**config.mk**
```make
export PLATFORM = sky130hd
export DESIGN_NAME = supply_compensated_gain_control
export DESIGN_NICKNAME = d
export VERILOG_FILES = /design/src/supply_compensated_gain_control.v
export VERILOG_INCLUDE_DIRS = /design/src
export SDC_FILE = /design/constraint.sdc
export NUM_CORES = 1
export LEC_CHECK = 0
export BUFFER_PORTS_ARGS = -buffer_cell sky130_fd_sc_hd__buf_4
export CORE_MARGIN = 2
export CORE_UTILIZATION = 60
export CTS_BUF_LIST = sky130_fd_sc_hd__clkbuf_4 sky130_fd_sc_hd__clkbuf_8
export DETAILED_ROUTE_END_ITERATION = 10
export PLACE_DENSITY = 0.77
export SYNTH_ARGS = -nofsm -noshare
export SYNTH_HDL_FRONTEND = slang
export SYNTH_SLANG_ARGS = --single-unit
```
**constraint.sdc**
```tcl
create_clock -name clock -period 29.3 [get_ports clock]
set_clock_uncertainty 0.2 [all_clocks]
set_input_delay 1.465 -clock clock [delete_from_list [all_inputs] [get_ports clock]]
set_output_delay 1.465 -clock clock [all_outputs]
set_load 0.01 [all_outputs]
```
**src/supply_comp_map.vh**
```
`ifndef SUPPLY_COMP_MAP_VH
`define SUPPLY_COMP_MAP_VH
// ==========================================================
// register offsets
`define SC_ADDR_CONTROL 8'h22
`define SC_ADDR_TIMING 8'h23
`define SC_ADDR_STATUS 8'h89
`define SC_ADDR_IRQ_STATUS 8'h90
`define SC_ADDR_IRQ_MASK 8'h91
`define SC_ADDR_LOCKOUT 8'h92
// ==========================================================
// reset values
`define SC_CONTROL_RESET 8'h08
`define SC_TIMING_RESET 6'h04
`define SC_LOCKOUT_RESET 1'b1
// ==========================================================
// control field positions
`define SC_ATTEN_BIT 7
`define SC_BOOST_BIT 6
`define SC_JUMP_EN_BIT 5
`define SC_TARGET_MSB 4
`define SC_TARGET_LSB 0
// timing field positions
`define SC_AVG_MSB 5
`define SC_AVG_LSB 3
`define SC_PERIOD_MSB 2
`define SC_PERIOD_LSB 0
// status field positions
`define SC_JUMP_FLAG_BIT 7
// interrupt bit positions
`define SC_IRQ_JUMP 0
`define SC_IRQ_UNDERVOLT 1
`define SC_IRQ_UPDATE 2
// ==========================================================
// timing and correction limits
`define SC_CLK_PERIOD_NS 20
`define SC_BASE_PERIOD_NS 62500
`define SC_UV_HOLD_MS 200
`define SC_JUMP_LIMIT 5'h04
`define SC_CORR_MIN 6'h20
`define SC_CORR_MAX 6'h1F
`endif

```
**src/supply_compensated_gain_control.v**
```verilog
// Design decision made here: the strobed register port.
`timescale 1ns/100ps
`default_nettype none
`include "supply_comp_map.vh"

module supply_compensated_gain_control
#(
  // cycles per 0.0625ms sense base period
  parameter BASE_PERIOD_CYCLES =
    `SC_BASE_PERIOD_NS / `SC_CLK_PERIOD_NS,
  // cycles of continuous zero code before undervolt
  parameter UV_HOLD_CYCLES =
    `SC_UV_HOLD_MS * 1000000 / `SC_CLK_PERIOD_NS
)
(
  input wire clock,
  input wire sys_rst,
  input wire [7:0] reg_addr,
  input wire [7:0] reg_wdata,
  input wire reg_write,
  input wire reg_read,
  output reg [7:0] reg_rdata,
  input wire [4:0] power_stage_supply,
  input wire signed [15:0] sample_in,
  input wire sample_in_valid,
  output reg signed [15:0] sample_out,
  output reg sample_out_valid,
  output wire bridge_output_enable,
  output wire irq
);

  // ========================================================
  // helpers
  // 2^(c/32) in Q2.14, quadratic fit of the mantissa;
  // accuracy near 1% is enough for a supply trim
  function [16:0] corr_to_gain;
    input [5:0] c;
    reg [4:0] m;
    reg [31:0] mant;
    begin
      m = c[4:0];
      mant = 32'h0000_4000 + ((m * 32'h0000_2A09) >> 5)
        + ((m * m * 32'h0000_15F7) >> 10);
      // negative codes sit one octave lower
      corr_to_gain = c[5] ? mant[17:1] : mant[16:0];
    end
  endfunction

  // saturate a 7-bit signed value to 6 bits
  function [5:0] sat6;
    input [6:0] v;
    begin
      if (!v[6] && v[5])
        sat6 = `SC_CORR_MAX;
      else if (v[6] && !v[5])
        sat6 = `SC_CORR_MIN;
      else
        sat6 = v[5:0];
    end
  endfunction

  // ========================================================
  // registers
  reg [7:0] control; // enables and target
  reg [5:0] timing; // average and period selects
  reg lockout_enable; // undervolt lockout enable
  reg [2:0] irq_status; // sticky events
  reg [2:0] irq_mask; // event gates
  reg signed [5:0] correction; // applied correction
  reg jump_active; // jump ramp in progress
  reg undervolt; // zero code held long enough

  wire [4:0] target = control[`SC_TARGET_MSB:`SC_TARGET_LSB];
  wire [2:0] avg_sel = timing[`SC_AVG_MSB:`SC_AVG_LSB];
  wire [2:0] per_sel = timing[`SC_PERIOD_MSB:`SC_PERIOD_LSB];

  // ========================================================
  // register writes
  always @(posedge clock)
  begin
    if (sys_rst)
    begin
      control <= `SC_CONTROL_RESET;
      timing <= `SC_TIMING_RESET;
      lockout_enable <= `SC_LOCKOUT_RESET;
      irq_mask <= 3'h0;
    end
    else if (reg_write)
    begin
      case (reg_addr)
        `SC_ADDR_CONTROL: control <= reg_wdata;
        `SC_ADDR_TIMING: timing <= reg_wdata[5:0];
        `SC_ADDR_LOCKOUT: lockout_enable <= reg_wdata[0];
        `SC_ADDR_IRQ_MASK: irq_mask <= reg_wdata[2:0];
        default: ; // read-only, unmapped, or irq status (its write-one clear is handled below)
      endcase
    end
  end

  // ========================================================
  // read data, one cycle after the strobe
  always @(posedge clock)
  begin
    if (sys_rst)
      reg_rdata <= 8'h00;
    else if (reg_read)
    begin
      case (reg_addr)
        `SC_ADDR_CONTROL: reg_rdata <= control;
        `SC_ADDR_TIMING: reg_rdata <= {2'b00, timing};
        // jump flag and live correction
        `SC_ADDR_STATUS:
          reg_rdata <= {jump_active, 1'b0, correction};
        `SC_ADDR_IRQ_STATUS: reg_rdata <= {5'h00, irq_status};
        `SC_ADDR_IRQ_MASK: reg_rdata <= {5'h00, irq_mask};
        `SC_ADDR_LOCKOUT:
          reg_rdata <= {6'h00, undervolt, lockout_enable};
        default: reg_rdata <= 8'h00; // unmapped reads zero
      endcase
    end
    else
      reg_rdata <= 8'h00;
  end

  // ========================================================
  // sense period timer
  reg [22:0] period_count; // cycles into this period
  wire [22:0] period_len;
  wire sense_tick;

  // base period doubled per select code
  assign period_len = BASE_PERIOD_CYCLES[22:0] << per_sel;
  assign sense_tick = (period_count >= period_len - 23'h00_0001);

  always @(posedge clock)
  begin
    if (sys_rst || sense_tick)
      period_count <= 23'h00_0000;
    else
      period_count <= period_count + 23'h00_0001;
  end

  // ========================================================
  // averaging window
  reg [11:0] sum; // up to 128 codes of 31
  reg [7:0] sample_count; // samples taken in window
  reg [4:0] last_code; // previous sense sample
  reg have_last; // last_code is meaningful
  wire [7:0] window_len = 8'h01 << avg_sel;
  wire window_done = sense_tick &&
    (sample_count >= window_len - 8'h01);
  wire [11:0] next_sum = sum + {7'h00, power_stage_supply};
  wire [11:0] avg_wide = next_sum >> avg_sel;
  wire [4:0] average = avg_wide[4:0];

  // one sample per period
  always @(posedge clock)
  begin
    if (sys_rst)
    begin
      sum <= 12'h000;
      sample_count <= 8'h00;
      last_code <= 5'h00;
      have_last <= 1'b0;
    end
    else if (sense_tick)
    begin
      last_code <= power_stage_supply;
      have_last <= 1'b1;
      if (window_done)
      begin
        sum <= 12'h000;
        sample_count <= 8'h00;
      end
      else
      begin
        sum <= next_sum;
        sample_count <= sample_count + 8'h01;
      end
    end
  end

  // ========================================================
  // correction target from average
  // positive diff: supply below target, gain needed
  wire [6:0] diff = {2'b00, target} - {2'b00, average};
  reg [5:0] wanted; // clamped desired correction

  always @*
  begin
    wanted = sat6(diff);
    // disabled direction falls back to zero, the most
    // correction still allowed on that side
    if (!wanted[5] && !control[`SC_BOOST_BIT])
      wanted = 6'h00;
    else if (wanted[5] && !control[`SC_ATTEN_BIT])
      wanted = 6'h00;
  end

  // positive jump bigger than the limit
  wire jump_seen = sense_tick && have_last &&
    control[`SC_JUMP_EN_BIT] &&
    (power_stage_supply > last_code) &&
    (power_stage_supply - last_code > `SC_JUMP_LIMIT);

  reg [5:0] held_target; // last computed correction

  // ========================================================
  // correction state
  always @(posedge clock)
  begin
    if (sys_rst)
    begin
      correction <= 6'h00;
      held_target <= 6'h00;
      jump_active <= 1'b0;
    end
    else if (jump_seen)
    begin
      // drop to the floor at once
      correction <= `SC_CORR_MIN;
      jump_active <= 1'b1;
    end
    else if (sense_tick)
    begin
      if (window_done)
        held_target <= wanted;
      if (jump_active)
      begin
        // climb one step per period back to target
        if ($signed(correction) < $signed(held_target))
          correction <= correction + 6'h01;
        else
          jump_active <= 1'b0;
      end
      else if (window_done)
        correction <= wanted;
    end
  end

  // ========================================================
  // undervolt detect: zero code must hold without a break
  // so supply noise at the floor cannot shut us down
  reg [23:0] zero_count; // cycles of continuous zero code

  always @(posedge clock)
  begin
    if (sys_rst)
    begin
      zero_count <= 24'h00_0000;
      undervolt <= 1'b0;
    end
    else if (power_stage_supply != 5'h00)
    begin
      zero_count <= 24'h00_0000;
      undervolt <= 1'b0;
    end
    else if (zero_count >= UV_HOLD_CYCLES[23:0] - 24'h00_0001)
      undervolt <= 1'b1;
    else
      zero_count <= zero_count + 24'h00_0001;
  end

  // output bridge off while locked out
  assign bridge_output_enable = !(lockout_enable && undervolt);

  // ========================================================
  // audio path
  wire [16:0] gain = corr_to_gain(correction);
  wire signed [33:0] product =
    $signed(sample_in) * $signed({1'b0, gain});
  wire signed [19:0] scaled = product[33:14];

  always @(posedge clock)
  begin
    if (sys_rst)
    begin
      sample_out <= 16'h0000;
      sample_out_valid <= 1'b0;
    end
    else
    begin
      sample_out_valid <= sample_in_valid;
      if (!bridge_output_enable)
        sample_out <= 16'h0000;
      else if (!sample_in_valid)
        sample_out <= sample_out;
      else if (scaled > 20'sh0_7FFF)
        sample_out <= 16'h7FFF; // clip positive
      else if (scaled < -20'sh0_8000)
        sample_out <= 16'h8000; // clip negative
      else
        sample_out <= scaled[15:0];
    end
  end

  // ========================================================
  // interrupts: set wins over a write-one clear
  reg undervolt_d; // edge detect of undervolt
  wire [2:0] events = {window_done, undervolt && !undervolt_d,
    jump_seen};
  wire [2:0] clear_bits = (reg_write &&
    reg_addr == `SC_ADDR_IRQ_STATUS) ? reg_wdata[2:0] : 3'h0;

  always @(posedge clock)
  begin
    if (sys_rst)
    begin
      irq_status <= 3'h0;
      undervolt_d <= 1'b0;
    end
    else
    begin
      undervolt_d <= undervolt;
      irq_status <= (irq_status & ~clear_bits) | events;
    end
  end

  assign irq = |(irq_status & irq_mask);

endmodule // supply_compensated_gain_control
`default_nettype wire

```
==> report_table.html <==
<table>
<tr><th>Metric</th><th>Value</th></tr>
<tr><th colspan="2">Outcome</th></tr>
<tr><td>Status</td><td>completed</td></tr>
<tr><th colspan="2">STA</th></tr>
<tr><td>Highest clock frequency the design can meet</td><td>55.8 MHz</td></tr>
<tr><td>RSZ-0062 raised after global routing</td><td>no</td></tr>
<tr><td>Number of slew-limit violations in the final report</td><td>0</td></tr>
<tr><td>Clock period minus final worst setup slack</td><td>17.91 ns</td></tr>
<tr><td>Count of endpoints failing hold in the final timing report</td><td>0</td></tr>
<tr><td>Transition time at the pin with the least slew margin</td><td>1.28 ns</td></tr>
<tr><td>Fraction of the cycle the final worst path needs</td><td>61.1%</td></tr>
<tr><td>Total Neg Setup Slack</td><td>0 ns</td></tr>
<tr><td>Slew headroom</td><td>14.4%</td></tr>
<tr><td>Total setup violations reported at the end of the flow</td><td>0</td></tr>
<tr><th colspan="2">Floorplan</th></tr>
<tr><td>Number of ports placed on the die boundary</td><td>69</td></tr>
<tr><td>Width of the die</td><td>191 um</td></tr>
<tr><td>Area of the die</td><td>36,400 um2</td></tr>
<tr><td>Number of standard-cell rows in the floorplan</td><td>68</td></tr>
<tr><td>Starting density of the core</td><td>60.7%</td></tr>
<tr><td>Die height</td><td>191 um</td></tr>
<tr><td>Core footprint</td><td>34,500 um2</td></tr>
<tr><th colspan="2">Final layout</th></tr>
<tr><td>Net count reported at finish</td><td>3,057</td></tr>
<tr><td>Non-filler instance count after layout</td><td>2,947</td></tr>
<tr><td>Most common cell after layout, fill and taps aside</td><td>sky130_fd_sc_hd__inv_1</td></tr>
<tr><td>Area added between synthesis and finish</td><td>6.10%</td></tr>
<tr><td>Diode count</td><td>0</td></tr>
<tr><td>Post-Layout Inst Area</td><td>22,200 um2</td></tr>
<tr><td>Most used cells in the layout excluding fill and tap cells</td><td>sky130_fd_sc_hd__inv_1, sky130_fd_sc_hd__ha_1, sky130_fd_sc_hd__fa_1</td></tr>
<tr><td>Seq. cell area</td><td>2680 um2</td></tr>
<tr><td>Share of cells above drive strength 1</td><td>6.94%</td></tr>
<tr><td>Final cell utilization of the core</td><td>64.4%</td></tr>
<tr><td>Total area of multi-input combinational cells</td><td>16,400 um2</td></tr>
<tr><td>Number of fill cells in the layout</td><td>2,919</td></tr>
<tr><th colspan="2">Clocking</th></tr>
<tr><td>Later-pin clock latency in the skew report</td><td>0.46 ns</td></tr>
<tr><td>Total CTS buffers</td><td>17</td></tr>
<tr><td>Clock tree from TritonCTS</td><td>yes</td></tr>
<tr><td>Clk pin slew, worst setup/hold paths</td><td>0.10 ns</td></tr>
<tr><td>Clock net sink count</td><td>134</td></tr>
<tr><td>Max clock buf depth</td><td>2</td></tr>
<tr><td>Maximum level of the CTS H-tree</td><td>4</td></tr>
<tr><td>Setup Buffers After CTS</td><td>0</td></tr>
<tr><td>Library cell used as clock root buffer</td><td>sky130_fd_sc_hd__clkbuf_8</td></tr>
<tr><td>Hold-fix buffers at CTS</td><td>0</td></tr>
<tr><td>Post-CTS sizing</td><td>0</td></tr>
<tr><th colspan="2">Worst setup path</th></tr>
<tr><td>Crit start category</td><td>register</td></tr>
<tr><td>Source of the worst register-to-register timing path</td><td>correction[0]</td></tr>
<tr><td>Cell mode on critical path</td><td>sky130_fd_sc_hd__fa_1</td></tr>
<tr><td>Slowest cell delay on critical path</td><td>0.93 ns</td></tr>
<tr><td>Crit path max-delay cell type</td><td>sky130_fd_sc_hd__dfxtp_1</td></tr>
<tr><td>Endpoint required time on the critical path</td><td>29.48 ns</td></tr>
<tr><td>Largest fanout of any net on the critical path</td><td>18</td></tr>
<tr><td>Type of the worst setup path</td><td>reg -&gt; reg</td></tr>
<tr><td>Worst EP arrival</td><td>18.09 ns</td></tr>
<tr><td>Crit path from</td><td>correction[0]</td></tr>
<tr><td>Crit. End Element</td><td>register</td></tr>
<tr><th colspan="2">Logic synthesis</th></tr>
<tr><td>Post-synth cell types</td><td>92</td></tr>
<tr><td>Total number of yosys warnings</td><td>0</td></tr>
<tr><td>Area of the mapped netlist</td><td>20,900 um2</td></tr>
<tr><td>Most used flip-flop cell after synthesis</td><td>sky130_fd_sc_hd__dfxtp_1</td></tr>
<tr><td>Xor-xnor portion of the synthesized cell area</td><td>4.77%</td></tr>
<tr><td>Avg Synthesized Cell Area</td><td>8.47 um2</td></tr>
<tr><td>Number of enable flip-flop cells after synthesis</td><td>0</td></tr>
<tr><td>Mapped Cells</td><td>2,468</td></tr>
<tr><td>Synth Area in Compound Gates</td><td>13.8%</td></tr>
<tr><td>Post-synthesis register bit count</td><td>134</td></tr>
<tr><td>Dominant combinational cell family by area after synthesis</td><td>adder cells</td></tr>
<tr><td>Simple-gate area share of the yosys netlist</td><td>17.7%</td></tr>
<tr><td>Adder and majority cell fraction of the synthesized area</td><td>40.8%</td></tr>
<tr><td>Share of synthesized registers carrying an async set or reset</td><td>0%</td></tr>
<tr><td>Sequential cell area fraction in the yosys report</td><td>12.8%</td></tr>
<tr><td>Proportion of synthesized area in mux cells</td><td>1.26%</td></tr>
<tr><th colspan="2">Pwr</th></tr>
<tr><td>Worst supply voltage drop on vdd</td><td>0.0278 mV</td></tr>
<tr><td>Static leakage</td><td>10.8 nW</td></tr>
<tr><td>Cell area power density</td><td>20.9 nW/um2</td></tr>
<tr><td>Total chip power</td><td>0.463 mW</td></tr>
<tr><th colspan="2">Global routing</th></tr>
<tr><td>Global router's overall resource usage</td><td>29.2%</td></tr>
<tr><td>Vias in the first global route</td><td>17,400</td></tr>
<tr><td>Number of antenna violations at the first check in global routing</td><td>0</td></tr>
<tr><td>First-pass GRT wire length</td><td>86,000 um</td></tr>
<tr><td>Total overflow reported by the global router</td><td>0</td></tr>
<tr><td>Pin count of the biggest net entering global routing</td><td>64</td></tr>
<tr><th colspan="2">Routing</th></tr>
<tr><td>Final routed wire length divided by cell count</td><td>17.3 um</td></tr>
<tr><td>Drt initial violations</td><td>1,149</td></tr>
<tr><td>Vias per inst</td><td>5.78</td></tr>
<tr><td>TritonRoute pass-1 iters</td><td>6</td></tr>
<tr><td>Final wirelength</td><td>51,000 um</td></tr>
<tr><td># DRC</td><td>0</td></tr>
<tr><td>Total number of vias</td><td>17,000</td></tr>
<tr><td>Post-DRT Antenna Nets</td><td>0</td></tr>
<tr><th colspan="2">Placement</th></tr>
<tr><td>Placed Cells incl. Taps</td><td>2,915</td></tr>
<tr><td>Gpl congestion</td><td>0.948</td></tr>
<tr><td>Detail Placement HPWL</td><td>40,200 um</td></tr>
<tr><td>Standard cell area after detailed placement</td><td>21,700 um2</td></tr>
<tr><td>Quantity of I/O buffers inserted on ports</td><td>68</td></tr>
<tr><th colspan="2">Flow run</th></tr>
<tr><td>Number of maximum-capacitance constraint violations</td><td>0</td></tr>
<tr><th colspan="2">Worst hold path</th></tr>
<tr><td>Hold wc startpoint</td><td>last_code[2]</td></tr>
<tr><td>Path class of the lowest-slack min-delay path</td><td>reg -&gt; reg</td></tr>
</table>
==> metrics by stage <==
| stage | worst slack [ns] | hold WS [ns] |
|---|---|---|
| 2_1_floorplan | 13.55 | 0.232 |
| 3_3_place_gp | 12.07 | 0.239 |
| 3_5_place_dp | 11.59 | 0.245 |
| 4_1_cts | 11.54 | 0.257 |
| 5_1_grt | 10.23 | 0.283 |
| 6_report | 11.39 | 0.254 |
==> registers in the layout (all words and copies together), names as in the netlist, 3 cells and up <==
name and flops:
irq_status 3, zero_count 24, sample_out 16, period_count 23, control 8, timing 6
sample_count 8, reg_rdata 8, held_target 6, sum 12, correction 6, last_code 5
irq_mask 3
==> path summary, 6_finish.rpt <==
kind	endpoint	slack, ns	cells after the start
setup / recovery	sample_out[2]	11.39	58
hold / removal	last_code[2]	0.25	2
setup reg to reg	sample_out[2]	11.39	58
hold reg to reg	last_code[2]	0.25	2
==> per-layer routing <==
layer,vias to the layer above,part of all wire [%],wire (um),GRT usage (%)
met5,-,0,0,0
met4,0,2.4,1210,7.96
met3,82,5.2,2630,3.24
met2,490,49,24700,50.2
met1,8336,44,22400,39.0
li1,8132,-,-,-
==> layout make-up <==
cell class | instances | share of cell area, %
well taps | 455 | 2.57
clock inverters | 14 | 0.891
repair buffers | 83 | 2.81
clock buffers | 18 | 1.09
multi-input cells | 1852 | 73.9
inverters | 391 | 6.62
flip-flops and latches | 134 | 12.1
==> worst max-delay path: cells and delay by family, from the launching register on <==
| kind | cells | cell delay (ns) |
|---|---|---|
| adders and majority gates | 17 | 7.73 |
| AOI/OAI and AO/OA | 21 | 5.24 |
| and+or+nand+nor | 8 | 2.33 |
| buffers and inverters | 10 | 1.02 |
| DFF | 1 | 0.93 |
| xor gates and xnor gates | 2 | 0.33 |
==> cells by family (layout without fill, tap and decap cells) <==
family                     Yosys count  after routing
AOI/OAI and AO/OA                  428            428
xor gates and xnor gates           113            113
adders and majority gates          536            536
buffers and inverters              484            506
DFF                                134            134
muxes                               23             23
other                                1              3
and+or+nand+nor                    749            749
==> power by group <==
part | switching, mW | internal [mW]
Combinational | 0.0626 | 0.0392
Sequential | 0.00232 | 0.185
Clock | 0.0798 | 0.0947
==> synthesized netlist by cell type, types with 32 or more instances <==
library cell,instances,area (um2)
sky130_fd_sc_hd__xor2_1,43,377
sky130_fd_sc_hd__ha_1,293,3670
sky130_fd_sc_hd__a21o_1,32,240
sky130_fd_sc_hd__inv_1,390,1460
sky130_fd_sc_hd__and3_1,34,213
sky130_fd_sc_hd__nand2_1,222,833
sky130_fd_sc_hd__dfxtp_1,134,2680
sky130_fd_sc_hd__nor2_1,165,619
sky130_fd_sc_hd__and2_1,113,707
sky130_fd_sc_hd__a21oi_1,142,711
sky130_fd_sc_hd__nand3_1,70,350
sky130_fd_sc_hd__o21ai_0,72,360
sky130_fd_sc_hd__xnor2_1,69,604
sky130_fd_sc_hd__fa_1,243,4860
sky130_fd_sc_hd__clkbuf_1,81,304
Power figures use the tool's default switching activity.
